$ cat src/verilog/dfcw_defines.vh
/*
 * constants for the dac fault, calibration, packet check and watchdog block.
 * assumes: included by bare name from verilog/ sources, 200 MHz clk.
 */
`ifndef DFCW_DEFINES_VH
`define DFCW_DEFINES_VH

// ----------------------------------------
// timing
// ----------------------------------------
`define DFCW_CLK_MHZ 200
`define DFCW_WD_T0_MS 8'd5
`define DFCW_WD_T1_MS 8'd10
`define DFCW_WD_T2_MS 8'd100
`define DFCW_WD_T3_MS 8'd200
`define DFCW_WD_KEY 16'h0195

// ----------------------------------------
// serial frame
// ----------------------------------------
`define DFCW_LEN_PLAIN 6'h18
`define DFCW_LEN_CHECK 6'h20
`define DFCW_LEN_MAX 6'h21
`define DFCW_CRC_POLY 8'h07
`define DFCW_RD_BIT 23
`define DFCW_ADDR_HI 20
`define DFCW_ADDR_LO 16

// ----------------------------------------
// register indices and groups
// ----------------------------------------
`define DFCW_GRP_DATA 3'h0
`define DFCW_GRP_GAIN 3'h1
`define DFCW_GRP_OFFS 3'h2
`define DFCW_GRP_CLR 3'h3
`define DFCW_GRP_CHCTL 3'h4
`define DFCW_IDX_MAIN 5'h14
`define DFCW_IDX_SW 5'h15
`define DFCW_IDX_STATUS 5'h16

// ----------------------------------------
// fields and reset values
// ----------------------------------------
`define DFCW_GAIN_RST 12'hfff
`define DFCW_OFFS_RST 12'h800
`define DFCW_MID_SCALE 15'h0800
`define DFCW_CODE_MAX 15'h0fff
`define DFCW_CH_CLREN 0
`define DFCW_CH_EXTR 1
`define DFCW_CH_LIM8 2
`define DFCW_MC_ECHO 0
`define DFCW_MC_WDEN 1
`define DFCW_MC_WDSEL_HI 3
`define DFCW_MC_WDSEL_LO 2
`define DFCW_ST_OTEMP 8
`define DFCW_ST_PKT 9
`define DFCW_ST_ALERT 10

`endif

$ cat src/verilog/dfcw_core.v
/*
 * fault merge, gain/offset calibration, clear, serial frames with crc-8,
 * status echo and watchdog for a four-channel dac, plus an apb register port.
 * assumes: analog comparators and pins are asynchronous; apb on clk.
 */
// Decided for this implementation: the address map and the APB interface to the registers.
// How it works
// - any fault pulls shared open-drain fault low
// - low headroom flag counts as current fault
// - short limit selectable; short sets vout fault
// - unipolar mode: low output reports short
// - over-temperature sets fault and status bit
// - code = d*(gain+1)/4096 + offset - 2048
// - 12-bit gain all ones, offset mid-scale
// - gain/offset writes wait for next data
// - one multiplier serves channels in turn
// - echo on: status shifted out each frame
// - echo off at reset; blocks other readback
// - clear rising edge loads enabled channels' code
// - channels without clear enable keep output
// - cleared channels hold until new write
// - 32-bit frame checked; bad one faults
// - status read clears packet error bit
// - missing keep-alive raises watchdog alert
// - main control sets enable and timeout
// - alert is push-pull, active high
// - per-channel bit selects external resistor
// - packet error marks last bad word
`include "dfcw_defines.vh"
`default_nettype none

module dfcw_core #(
	parameter [31:0] MS_CYCLES = `DFCW_CLK_MHZ * 1000
) (
	input wire clk,
	input wire rst,
	input wire [7:0] paddr,
	input wire psel,
	input wire penable,
	input wire pwrite,
	input wire [31:0] pwdata,
	output reg [31:0] prdata,
	output reg pready,
	output reg pslverr,
	input wire serialClk,
	input wire frameSelN,
	input wire serialDataIn,
	output reg serialDataOut,
	input wire clearIn,
	input wire [3:0] headroomLow,
	input wire [3:0] voutShort,
	input wire [3:0] voutLow,
	input wire unipolarMode,
	input wire overTemp,
	output reg faultOut,
	output reg faultOe,
	output reg alertOut,
	output reg [47:0] dacCode,
	output reg [3:0] extRsetSel,
	output reg [3:0] shortLimit8mA
);

localparam [17:0] MS_LAST = MS_CYCLES[17:0] - 18'h1;

// ----------------------------------------
// pin synchronisers and edges
// ----------------------------------------
wire [17:0] pinS;
dfcw_sync #(.W(18)) uSync (
	.clk(clk),
	.rst(rst),
	.d({serialClk, ~frameSelN, serialDataIn, clearIn, headroomLow, voutShort,
		voutLow, unipolarMode, overTemp}),
	.q(pinS)
);
wire sclkS = pinS[17];
// select kept inverted in the flops: their reset reads as idle, no false edge
wire selS = ~pinS[16];
wire sdinS = pinS[15];
wire clrS = pinS[14];
wire [3:0] headS = pinS[13:10];
wire [3:0] shortS = pinS[9:6];
wire [3:0] lowS = pinS[5:2];
wire uniS = pinS[1];
wire otS = pinS[0];

reg sclkD_reg;
reg selD_reg;
reg clrD_reg;
always @(posedge clk or posedge rst) begin
	if (rst) begin
		sclkD_reg <= 1'b0;
		selD_reg <= 1'b1;
		clrD_reg <= 1'b0;
	end else begin
		sclkD_reg <= sclkS;
		selD_reg <= selS;
		clrD_reg <= clrS;
	end
end
wire sclkRise = sclkS & ~sclkD_reg;
wire sclkFall = ~sclkS & sclkD_reg;
wire selFall = ~selS & selD_reg;
wire selRise = selS & ~selD_reg;
wire clrRise = clrS & ~clrD_reg;

// ----------------------------------------
// functions
// ----------------------------------------
function [7:0] crc8;
	input [23:0] w;
	integer k;
	reg [7:0] c;
	begin
		c = 8'h00;
		for (k = 23; k >= 0; k = k - 1) begin
			if (c[7] ^ w[k]) begin
				c = {c[6:0], 1'b0} ^ `DFCW_CRC_POLY;
			end else begin
				c = {c[6:0], 1'b0};
			end
		end
		crc8 = c;
	end
endfunction

reg [11:0] dataArr [0:3];
reg [11:0] gainArr [0:3];
reg [11:0] offsArr [0:3];
reg [11:0] clrArr [0:3];
reg [2:0] chCtlArr [0:3];
reg [3:0] mainCtl_reg;
reg [15:0] statusWord;

function regValid;
	input [4:0] a;
	begin
		regValid = (a[4:2] <= `DFCW_GRP_CHCTL) || (a == `DFCW_IDX_MAIN) ||
			(a == `DFCW_IDX_SW) || (a == `DFCW_IDX_STATUS);
	end
endfunction

function [15:0] regRead;
	input [4:0] a;
	begin
		if (a[4:2] == `DFCW_GRP_DATA) begin
			regRead = {4'h0, dataArr[a[1:0]]};
		end else if (a[4:2] == `DFCW_GRP_GAIN) begin
			regRead = {4'h0, gainArr[a[1:0]]};
		end else if (a[4:2] == `DFCW_GRP_OFFS) begin
			regRead = {4'h0, offsArr[a[1:0]]};
		end else if (a[4:2] == `DFCW_GRP_CLR) begin
			regRead = {4'h0, clrArr[a[1:0]]};
		end else if (a[4:2] == `DFCW_GRP_CHCTL) begin
			regRead = {13'h0000, chCtlArr[a[1:0]]};
		end else if (a == `DFCW_IDX_MAIN) begin
			regRead = {12'h000, mainCtl_reg};
		end else if (a == `DFCW_IDX_STATUS) begin
			regRead = statusWord;
		end else begin
			regRead = 16'h0000;
		end
	end
endfunction

// ----------------------------------------
// serial receive and transmit
// ----------------------------------------
reg [31:0] rx_reg;
reg [5:0] bitCnt_reg;
reg [23:0] tx_reg;
reg [4:0] rbAddr_reg;
reg rbPend_reg;
reg packetErr_reg;

wire lenPlain = bitCnt_reg == `DFCW_LEN_PLAIN;
wire lenCheck = bitCnt_reg == `DFCW_LEN_CHECK;
wire [23:0] frameWord = lenCheck ? rx_reg[31:8] : rx_reg[23:0];
wire crcOk = crc8(rx_reg[31:8]) == rx_reg[7:0];
wire frameOk = selRise & (lenPlain | (lenCheck & crcOk));
wire crcFail = selRise & lenCheck & ~crcOk;
wire serWr = frameOk & ~frameWord[`DFCW_RD_BIT];
wire serRd = frameOk & frameWord[`DFCW_RD_BIT];
wire [4:0] frameAddr = frameWord[`DFCW_ADDR_HI:`DFCW_ADDR_LO];
wire echoOn = mainCtl_reg[`DFCW_MC_ECHO];
wire stLoadStatus = selFall & (echoOn | (rbPend_reg & (rbAddr_reg == `DFCW_IDX_STATUS)));

always @(posedge clk or posedge rst) begin
	if (rst) begin
		rx_reg <= 32'h00000000;
		bitCnt_reg <= 6'h00;
		tx_reg <= 24'h000000;
		serialDataOut <= 1'b0;
		rbAddr_reg <= 5'h00;
		rbPend_reg <= 1'b0;
	end else begin
		if (selFall) begin
			bitCnt_reg <= 6'h00;
			rbPend_reg <= 1'b0;
			if (echoOn) begin
				tx_reg <= {8'h00, statusWord};
				serialDataOut <= 1'b0;
			end else if (rbPend_reg) begin
				tx_reg <= {8'h00, regRead(rbAddr_reg)};
				serialDataOut <= 1'b0;
			end else begin
				tx_reg <= 24'h000000;
				serialDataOut <= 1'b0;
			end
		end else if (~selS) begin
			if (sclkFall) begin
				rx_reg <= {rx_reg[30:0], sdinS};
				if (bitCnt_reg != `DFCW_LEN_MAX) begin
					bitCnt_reg <= bitCnt_reg + 6'h01;
				end
			end
			if (sclkRise) begin
				serialDataOut <= tx_reg[23];
				tx_reg <= {tx_reg[22:0], 1'b0};
			end
		end
		if (serRd & ~echoOn) begin
			rbAddr_reg <= frameAddr;
			rbPend_reg <= 1'b1;
		end
	end
end

// ----------------------------------------
// apb slave, one wait state
// ----------------------------------------
wire apbIdx = paddr[1:0] == 2'h0 && paddr[7] == 1'b0;
wire [4:0] apbAddr = paddr[6:2];
// serial writes win the shared write port
wire apbGo = psel & penable & ~pready & ~serWr;
wire apbOk = apbIdx & regValid(apbAddr);
wire apbWr = apbGo & pwrite & apbOk & (apbAddr != `DFCW_IDX_STATUS);
wire wrEn = serWr | apbWr;
wire [4:0] wrAddr = serWr ? frameAddr : apbAddr;
wire [15:0] wrData = serWr ? frameWord[15:0] : pwdata[15:0];
wire apbStRead = apbGo & ~pwrite & apbIdx & (apbAddr == `DFCW_IDX_STATUS);

always @(posedge clk or posedge rst) begin
	if (rst) begin
		pready <= 1'b0;
		pslverr <= 1'b0;
		prdata <= 32'h00000000;
	end else begin
		pready <= apbGo;
		pslverr <= apbGo & ~apbOk;
		if (apbGo & ~pwrite & apbOk) begin
			prdata <= {16'h0000, regRead(apbAddr)};
		end else begin
			prdata <= 32'h00000000;
		end
	end
end

// ----------------------------------------
// faults and status
// ----------------------------------------
// headroom flag from output stage
wire [3:0] ioutFault = headS;
// short sets vout bit; unipolar low output
wire [3:0] voutFault = shortS | (lowS & {4{uniS}});
always @* begin
	statusWord = 16'h0000;
	statusWord[3:0] = ioutFault;
	statusWord[7:4] = voutFault;
	statusWord[`DFCW_ST_OTEMP] = otS;
	statusWord[`DFCW_ST_PKT] = packetErr_reg;
	statusWord[`DFCW_ST_ALERT] = alertOut;
end

always @(posedge clk or posedge rst) begin
	if (rst) begin
		packetErr_reg <= 1'b0;
		faultOut <= 1'b0;
		faultOe <= 1'b0;
	end else begin
		// last bad word; read clears, set wins
		if (crcFail) begin
			packetErr_reg <= 1'b1;
		end else if (stLoadStatus | apbStRead) begin
			packetErr_reg <= 1'b0;
		end
		faultOut <= 1'b0;
		faultOe <= (|ioutFault) | (|voutFault) | otS | packetErr_reg | crcFail;
	end
end

// ----------------------------------------
// watchdog
// ----------------------------------------
reg [17:0] msCnt_reg;
reg [7:0] wdMs_reg;
reg [7:0] wdLimit;
wire msTick = msCnt_reg == MS_LAST;
wire wdEn = mainCtl_reg[`DFCW_MC_WDEN];
wire kick = wrEn & (wrAddr == `DFCW_IDX_SW) & (wrData == `DFCW_WD_KEY);

always @* begin
	case (mainCtl_reg[`DFCW_MC_WDSEL_HI:`DFCW_MC_WDSEL_LO])
		2'h0: wdLimit = `DFCW_WD_T0_MS;
		2'h1: wdLimit = `DFCW_WD_T1_MS;
		2'h2: wdLimit = `DFCW_WD_T2_MS;
		default: wdLimit = `DFCW_WD_T3_MS;
	endcase
end

always @(posedge clk or posedge rst) begin
	if (rst) begin
		msCnt_reg <= 18'h00000;
		wdMs_reg <= 8'h00;
		alertOut <= 1'b0;
	end else begin
		msCnt_reg <= msTick ? 18'h00000 : msCnt_reg + 18'h00001;
		if (~wdEn | kick) begin
			wdMs_reg <= 8'h00;
			alertOut <= 1'b0;
		end else if (msTick & ~alertOut) begin
			wdMs_reg <= wdMs_reg + 8'h01;
			if (wdMs_reg + 8'h01 >= wdLimit) begin
				alertOut <= 1'b1;
			end
		end
	end
end

// ----------------------------------------
// register file, calibration, clear
// ----------------------------------------
reg [3:0] pend_reg;
reg calValid_reg;
reg [1:0] calCh_reg;
reg [11:0] calRes_reg;
reg [1:0] selCh;
reg [24:0] prod;
reg [14:0] sum;
reg [11:0] calCode;
reg [3:0] clrHit;
integer i;

always @* begin
	selCh = 2'h0;
	for (i = 3; i >= 0; i = i - 1) begin
		if (pend_reg[i]) begin
			selCh = i[1:0];
		end
	end
	prod = dataArr[selCh] * ({1'b0, gainArr[selCh]} + 13'h0001);
	sum = {2'h0, prod[24:12]} + {3'h0, offsArr[selCh]};
	if (sum < `DFCW_MID_SCALE) begin
		calCode = 12'h000;
	end else if (sum - `DFCW_MID_SCALE > `DFCW_CODE_MAX) begin
		calCode = 12'hfff;
	end else begin
		calCode = sum[11:0] - 12'h800;
	end
	for (i = 0; i < 4; i = i + 1) begin
		clrHit[i] = clrRise & chCtlArr[i][`DFCW_CH_CLREN];
	end
end

always @(posedge clk or posedge rst) begin
	if (rst) begin
		for (i = 0; i < 4; i = i + 1) begin
			dataArr[i] <= 12'h000;
			gainArr[i] <= `DFCW_GAIN_RST;
			offsArr[i] <= `DFCW_OFFS_RST;
			clrArr[i] <= 12'h000;
			chCtlArr[i] <= 3'h0;
		end
		mainCtl_reg <= 4'h0;
		pend_reg <= 4'h0;
		calValid_reg <= 1'b0;
		calCh_reg <= 2'h0;
		calRes_reg <= 12'h000;
		dacCode <= 48'h000000000000;
		extRsetSel <= 4'h0;
		shortLimit8mA <= 4'h0;
	end else begin
		calValid_reg <= (|pend_reg) & ~clrHit[selCh];
		calCh_reg <= selCh;
		calRes_reg <= calCode;
		if (calValid_reg & ~clrHit[calCh_reg]) begin
			dacCode[calCh_reg*12 +: 12] <= calRes_reg;
		end
		pend_reg <= pend_reg & ~(pend_reg != 4'h0 ? (4'h1 << selCh) : 4'h0);
		if (wrEn) begin
			if (wrAddr[4:2] == `DFCW_GRP_DATA) begin
				dataArr[wrAddr[1:0]] <= wrData[11:0];
				pend_reg[wrAddr[1:0]] <= 1'b1;
			end else if (wrAddr[4:2] == `DFCW_GRP_GAIN) begin
				gainArr[wrAddr[1:0]] <= wrData[11:0];
			end else if (wrAddr[4:2] == `DFCW_GRP_OFFS) begin
				offsArr[wrAddr[1:0]] <= wrData[11:0];
			end else if (wrAddr[4:2] == `DFCW_GRP_CLR) begin
				clrArr[wrAddr[1:0]] <= wrData[11:0];
			end else if (wrAddr[4:2] == `DFCW_GRP_CHCTL) begin
				chCtlArr[wrAddr[1:0]] <= wrData[2:0];
			end else if (wrAddr == `DFCW_IDX_MAIN) begin
				// echo resets off, host toggles it
				mainCtl_reg <= wrData[3:0];
			end
		end
		// clear code; others untouched; held till write
		for (i = 0; i < 4; i = i + 1) begin
			if (clrHit[i]) begin
				dacCode[i*12 +: 12] <= clrArr[i];
				pend_reg[i] <= 1'b0;
			end
			extRsetSel[i] <= chCtlArr[i][`DFCW_CH_EXTR];
			shortLimit8mA[i] <= chCtlArr[i][`DFCW_CH_LIM8];
		end
	end
end

endmodule // dfcw_core

`default_nettype wire

$ cat src/verilog/dfcw_sync.v
/*
 * two-flop synchroniser for a group of asynchronous pins.
 * assumes: inputs come from outside the clk domain.
 */
`default_nettype none

module dfcw_sync #(
	parameter W = 1
) (
	input wire clk,
	input wire rst,
	input wire [W-1:0] d,
	output reg [W-1:0] q
);

reg [W-1:0] meta_reg;

// only q reads the first stage
always @(posedge clk or posedge rst) begin
	if (rst) begin
		meta_reg <= {W{1'b0}};
		q <= {W{1'b0}};
	end else begin
		meta_reg <= d;
		q <= meta_reg;
	end
end

endmodule // dfcw_sync

`default_nettype wire

$ cat config.mk
export PLATFORM = sky130hd
export DESIGN_NAME = dfcw_core
export DESIGN_NICKNAME = d
export VERILOG_FILES = /design/src/verilog/dfcw_core.v /design/src/verilog/dfcw_sync.v
export VERILOG_INCLUDE_DIRS = /design/src /design/src/verilog
export SDC_FILE = /design/constraint.sdc
export NUM_CORES = 2
export LEC_CHECK = 0
export ABC_CLOCK_PERIOD_IN_PS = 12800
export BUFFER_PORTS_ARGS = -buffer_cell sky130_fd_sc_hd__buf_2
export CAP_MARGIN = 15
export CORE_MARGIN = 1.5
export CORE_UTILIZATION = 57
export CTS_BUF_LIST = sky130_fd_sc_hd__clkbuf_16
export CTS_CLUSTER_DIAMETER = 100
export CTS_CLUSTER_SIZE = 24
export DETAILED_ROUTE_END_ITERATION = 8
export MAX_ROUTING_LAYER = met4
export PLACE_DENSITY = 0.89
export SYNTH_ARGS = -nofsm -noshare
export SYNTH_HDL_FRONTEND = slang
export SYNTH_SLANG_ARGS = --single-unit
$ cat constraint.sdc
create_clock -name clk -period 12.8 [get_ports clk]
set_clock_uncertainty 0.05 [all_clocks]
set_input_delay 1.28 -clock clk [delete_from_list [all_inputs] [get_ports clk]]
set_output_delay 1.28 -clock clk [all_outputs]
set_load 0.02 [all_outputs]
Yosys cells after proc, flatten, opt, wreduce, memory -nomap -nowiden. Cells that the tools add are included.

Register bits: 454. Input bits: 63. Output and inout port bits: 94. Logic and storage cells: 402.

Add/subtract/negate cells: 8. $mul: 2. $lt $le $gt $ge: 13. Equal/unequal tests: 28. Shift operators: 3. Mux-type cells: 138. Bitwise logic cells: 123. Reductions and logical operators: 37.

Operators by type and width (number): $mux 12 (37); $bmux 12 s2 (11); $bwmux 48 (5); $mux 24 (4); $mux 3 (29); $not 3->3 (23); $mux 11 (6); $mux 16 (4); $mux 48 (1); $shift 12x34->48 const A (1); $shiftx 12x34->48 (1); $and 1x1->1 (35); $eq 5x5->1 const B (7); $neg 6->34 (1); $mul 12x13->25 (1); $demux 12 s2 (1); $mux 6 (4); $not 1->1 (24); $pmux 8 s3 (1); $reduce_bool 2->1 (12); $add 18x1->18 const B (1); $eq 18x18->1 const B (1); $eq 3x2->1 const B (6); $mux 18 (1); other kinds (55) (135).

Logic depth before layout (Yosys ltp).
Depth after elaboration: 63. Gate-level depth with buffers: 43. Gate-level depth less buffers: 41.

Cells and area by module. A second synthesis with hierarchy kept.

Cells, all modules: 2657. Area, all modules: 29175.5 um2.

Modules (own cells, without submodules): dfcw_core (instances 1, cells an instance 2620, area an instance 28270.9 um2, sequential area each 10025.9 um2); dfcw_sync (instances 1, cells an instance 37, area an instance 904.6 um2, sequential area each 900.9 um2).

Worst setup path after synthesis. Ideal clock, no wire load.

Path kind: flip-flop to flip-flop. From: reg pend_reg[2]. To: reg calRes_reg[1]. Setup time: 0.138 ns. Arrival time: 9.336 ns. Required time: 12.612 ns. Slack: 3.276 ns. Cell stages (with the launch flop): 42. Path buffers: 3. Clock period less this slack: 9.524 ns. Cells stage by stage: dfrtp_1 clkbuf_1 clkbuf_1 nor3b_1 o311ai_0 o21ai_0 nor4_1 nand4_1 or2_2 nor2_1 xor2_1 nand2_1 fa_1 fa_1 inv_1 fa_1 fa_1 inv_1 (+6 left out) o31ai_1 and2_1 o21a_1 o21a_1 nor2_1 ha_1 inv_1 nor2_1 nor2_1 o21ai_0 a31oi_1 o21ai_0 o41ai_1 xor2_1 nor2_1 ha_1 clkbuf_1 a31oi_1.

Longest elaborated chain between the ends: 14. Elaborated cells between the ends (all ways): 22. Those cells by class: 4 x add/sub; 1 x mul; 2 x order compare; 14 x mux; 1 x bitwise.

Ends and longest elaborated chain: start: declaration (line dfcw_core.v:333) `reg [3:0] pend_reg;`; start signal: assignment (line dfcw_core.v:389) `pend_reg <= pend_reg & ~(pend_reg != 4'h0 ? (4'h1 << selCh) : 4'h0);`; $mux 2 * (3 in series) (line dfcw_core.v:347) `if (pend_reg[i]) begin`; $not 2->3 (not written as such) * (line dfcw_core.v:351, dfcw_core.v:352); $bmux 12 s2 (line dfcw_core.v:351) `prod = dataArr[selCh] * ({1'b0, gainArr[selCh]} + 13'h0001);`; $mux 12 (not written as such) (2 in series) (line dfcw_core.v:351); $add 12x1->13 (line dfcw_core.v:351); $mul 12x13->25 (line dfcw_core.v:351); $add 13x12->14 * (line dfcw_core.v:352) `sum = {2'h0, prod[24:12]} + {3'h0, offsArr[selCh]};`; $sub 14x12->15 (no line); $gt 15x12->1 (no line); $mux 12 (line dfcw_core.v:355) `` end else if (sum - `DFCW_MID_SCALE > `DFCW_CODE_MAX) begin ``; $mux 12 * (line dfcw_core.v:353) `` if (sum < `DFCW_MID_SCALE) begin ``; named net calCode[1] (line dfcw_core.v:340) `reg [11:0] calCode;`; end signal: assignment (line dfcw_core.v:385) `calRes_reg <= calCode;`; end: declaration (line dfcw_core.v:336) `reg [11:0] calRes_reg;`.

The timed path passes the listed nets; every way through them passes the cells marked *. The select of a mux whose other input is x is not followed. A chain may end at the register's enable or synchronous reset.

Worst setup path after layout.
From: reg pend_reg[1]. To: reg calRes_reg[11].

Longest elaborated chain between the ends: 13. Elaborated cells between the ends (all ways): 21. Those cells by class: 4 x add/sub; 1 x mul; 2 x order compare; 13 x mux; 1 x bitwise.

Ends and longest elaborated chain (line): $mux 2 * (2 in series) (dfcw_core.v:347); $not 2->3 (not written as such) * (dfcw_core.v:351, dfcw_core.v:352); $bmux 12 s2 (dfcw_core.v:351); $mux 12 (not written as such) (2 in series) (dfcw_core.v:351); $add 12x1->13 (dfcw_core.v:351); $mul 12x13->25 (dfcw_core.v:351); $add 13x12->14 * (dfcw_core.v:352); $sub 14x12->15 (no line); $gt 15x12->1 (no line); $mux 12 (dfcw_core.v:355); $mux 12 * (dfcw_core.v:353); named net calCode[11] (dfcw_core.v:340).

Marked as above.

==> impl_results.md <==
- Pre-antenna DRT Iters: 9
- CP max stage cell: dfrtp_1
- Initial antenna violation count: 1
- Failing checks: DRC
- Worst Hold End: uSync.q[15]
- Hold Crit Depth: 0
- R2R Path End: calRes_reg[11]
- Final Hold Vio Count: 0
- H-tree depth: 1
- DR DRC count: 29
- HP Class: reg -> reg
- Grt ovf: 0
- CTS tree: done
- Fraction of registers with async set/reset: 1.00
- Worst path most repeated cell: nor2_1
- CTS Buf Count: 22
- Hold path start: uSync.meta_reg[15]
- Worst-Skew Late Latency: 600 ps
- RSZ-0062 raised after global routing: no
- Final slew viol count: 0
- 1st-iter DRT viols: 3918
- Static Leak: 13.7 nW
- Routed vias: 24200
- EDFF count, synth: 0
- DP HPWL: 62300 um
- Worst endpoint required time: 13240 ps
- CP Launch Point: pend_reg[1]
- Die Y: 228 um
- Largest net degree at the start of global routing: 179
- Fin Setup TNS: 0 ps
- #FFs+latches synth: 434
- PortBufs: 119
- Post-CTS resize count: 0
- Post-synthesis instance total: 2862
- Most frequent cells in the layout: nand2_1, dfrtp_1, nor2_1
- Num Clock Sinks: 434
- Tcrit/Tclk final: 0.896
- Final WL: 87800 um
- CTS root buffer: clkbuf_16
- Final net count: 3128
- Synth Warn #: 0
- Global-route usage over all layers: 0.357
- Largest stage delay, worst path: 790 ps
- Post-CTS Setup Inserts: 0
- Setup Viol. Count Final: 0
- Avg Inst Size Synth: 10.1 um^2
- Die Wd: 228 um
- Most common cell after layout, fill and taps aside: nand2_1
- Vias in the first global route: 23500
- Filler cell count: 3944
- Crit path launch type: flip-flop
- Setup crit end kind: flip-flop
- R2r setup slk: 1330 ps
- Wire length of the first global-routing pass: 136000 um
- Yosys cell types: 87
- Power Density: 81.5 nW/um^2
- Die footprint: 51800 um^2
- Status: finished with violations
- I/O pins: 157
- Final GP Congestion: 1.06
- FF-to-FF path depth: 39
- Max-Cap Viols: 0
- Layout overhead on the synthesized area: 5.80%
- CP arrival: 11910 ps
- Post-layout util: 0.609
- Crit Reg-Reg Startpoint: pend_reg[1]
- CTS Buffer Depth: 3
- Core area: 50000 um^2
- Post-CTS Hold Fix Bufs: 0
- Slew Limit Headroom: 0.164
- Worst Tran Pin Value: 1250 ps
- Critical path peak fanout: 21
- Reg clk slew, reported paths: 100 ps
- DR WL/cell: 24.7 um
- Top_reg_cell synth: dfrtp_1
- Tmin final: 11470 ps
- # rows: 82
- Largest vdd supply drop: 94.1 uV
- Post-route ant nets: 0
- Hold_ws: 297 ps
- Fmax: 87.2 MHz
- Vias/cell: 6.81
- Kind of critical path: reg -> reg
- Sequential share of the synthesized area: 0.380
- Mapped Area: 28800 um^2
- Layout cell share with drive strength beyond 1: 0.152
- Initial Util: 0.576
-- metrics by stage --
step | power, mW | instance area (um^2) | std cells | worst slack [ps]
final | 2.48 | 30400 | 3555 | 1330
after global routing | 2.55 | 30400 | 3555 | 621
after CTS | 2.47 | 30400 | 3552 | 1600
after detailed placement | 1.71 | 29800 | 3512 | 1610
after global placement | 1.70 | 29800 | 3511 | 1930
after floorplan | 1.63 | 28900 | 2882 | 3280
-- final cells by class --
cell class / instances / area (um^2) / share of cell area
multi-input cells: 2078 / 16400 / 0.539
flip-flops and latches: 434 / 10900 / 0.359
repair buffers: 166 / 981 / 0.0322
well taps: 672 / 841 / 0.0276
inverters: 163 / 616 / 0.0202
clock buffers: 22 / 551 / 0.0181
clock inverters: 18 / 100 / 0.00329
diodes: 2 / 5.00 / 0.000164
-- worst max path at each step --
stage | depth (start not counted) | to | slack, ps
after floorplan | 41 | calRes_reg[1] | 3280
after global placement | 38 | calRes_reg[11] | 1930
after detailed placement | 38 | calRes_reg[11] | 1610
after CTS | 37 | calRes_reg[11] | 1600
after global routing | 38 | calRes_reg[11] | 620
final | 39 | calRes_reg[11] | 1330
-- synth_stat cells (7+ instances only) --
cell type | n | area, um^2
a21o_1 | 21 | 158
a21oi_1 | 67 | 335
a221o_1 | 24 | 240
a221oi_1 | 11 | 96.3
a222oi_1 | 22 | 220
a22o_1 | 18 | 158
a22oi_1 | 46 | 345
a31o_2 | 7 | 61.3
a31oi_1 | 49 | 307
and2_1 | 27 | 169
and3_1 | 21 | 131
buf_1 | 20 | 75.1
buf_2 | 23 | 115
buf_4 | 25 | 188
clkbuf_1 | 136 | 510
dfrtp_1 | 381 | 9530
dfstp_2 | 53 | 1390
fa_1 | 110 | 2200
ha_1 | 90 | 1130
inv_1 | 160 | 601
mux2_1 | 9 | 101
mux2_2 | 39 | 439
mux2i_1 | 48 | 480
mux4_2 | 106 | 2390
nand2_1 | 404 | 1520
nand2b_1 | 27 | 169
nand3_1 | 33 | 165
nand4_1 | 11 | 68.8
nor2_1 | 221 | 830
nor2b_1 | 31 | 194
nor3_1 | 28 | 140
nor3b_1 | 11 | 82.6
nor4_1 | 8 | 50.1
o21a_1 | 7 | 52.6
o21ai_0 | 185 | 926
o21ai_1 | 81 | 405
o22ai_1 | 41 | 257
o31ai_1 | 7 | 52.6
o32a_1 | 18 | 180
or2_2 | 10 | 62.6
or3_1 | 7 | 43.8
xnor2_1 | 68 | 596
xnor3_1 | 11 | 248
xor2_1 | 39 | 342
-- critical path: cells and delay by family, from the launching register on --
| kind | cells | cell delay (ps) |
|---|---|---|
| and+or+nand+nor | 13 | 2550 |
| DFF | 1 | 790 |
| xor gates and xnor gates | 2 | 780 |
| buffers and inverters | 5 | 320 |
| adders and majority gates | 8 | 3640 |
| AOI/OAI and AO/OA | 11 | 3210 |
-- metal layers --
| metal | global-route usage | part of all wire | vias to the layer above |
|---|---|---|---|
| met2 | 0.507 | 0.42 | 1932 |
| li1 | - | - | 10100 |
| met5 | - | 0 | - |
| met3 | 0.133 | 0.15 | 487 |
| met4 | 0.182 | 0.069 | 0 |
| met1 | 0.448 | 0.36 | 11700 |
-- cells by family (layout without fill, tap and decap cells) --
| group | Yosys count | count (layout) | share of synthesized area |
|---|---|---|---|
| fa+ha+maj | 200 | 200 | 0.116 |
| buf+inv | 370 | 369 | 0.0533 |
| xor+xnor | 127 | 127 | 0.0478 |
| other cells | 1 | 23 | 0.000130 |
| simple gates | 867 | 867 | 0.134 |
| flops | 434 | 434 | 0.380 |
| mux | 203 | 203 | 0.119 |
| compound gates | 660 | 660 | 0.150 |
-- power by group --
group	switching, mW	internal [mW]
Sequential	0.0323	1.40
Combinational	0.181	0.0842
Clock	0.461	0.322
Total	0.675	1.81
No activity file was read; power rests on OpenSTA's default activity.
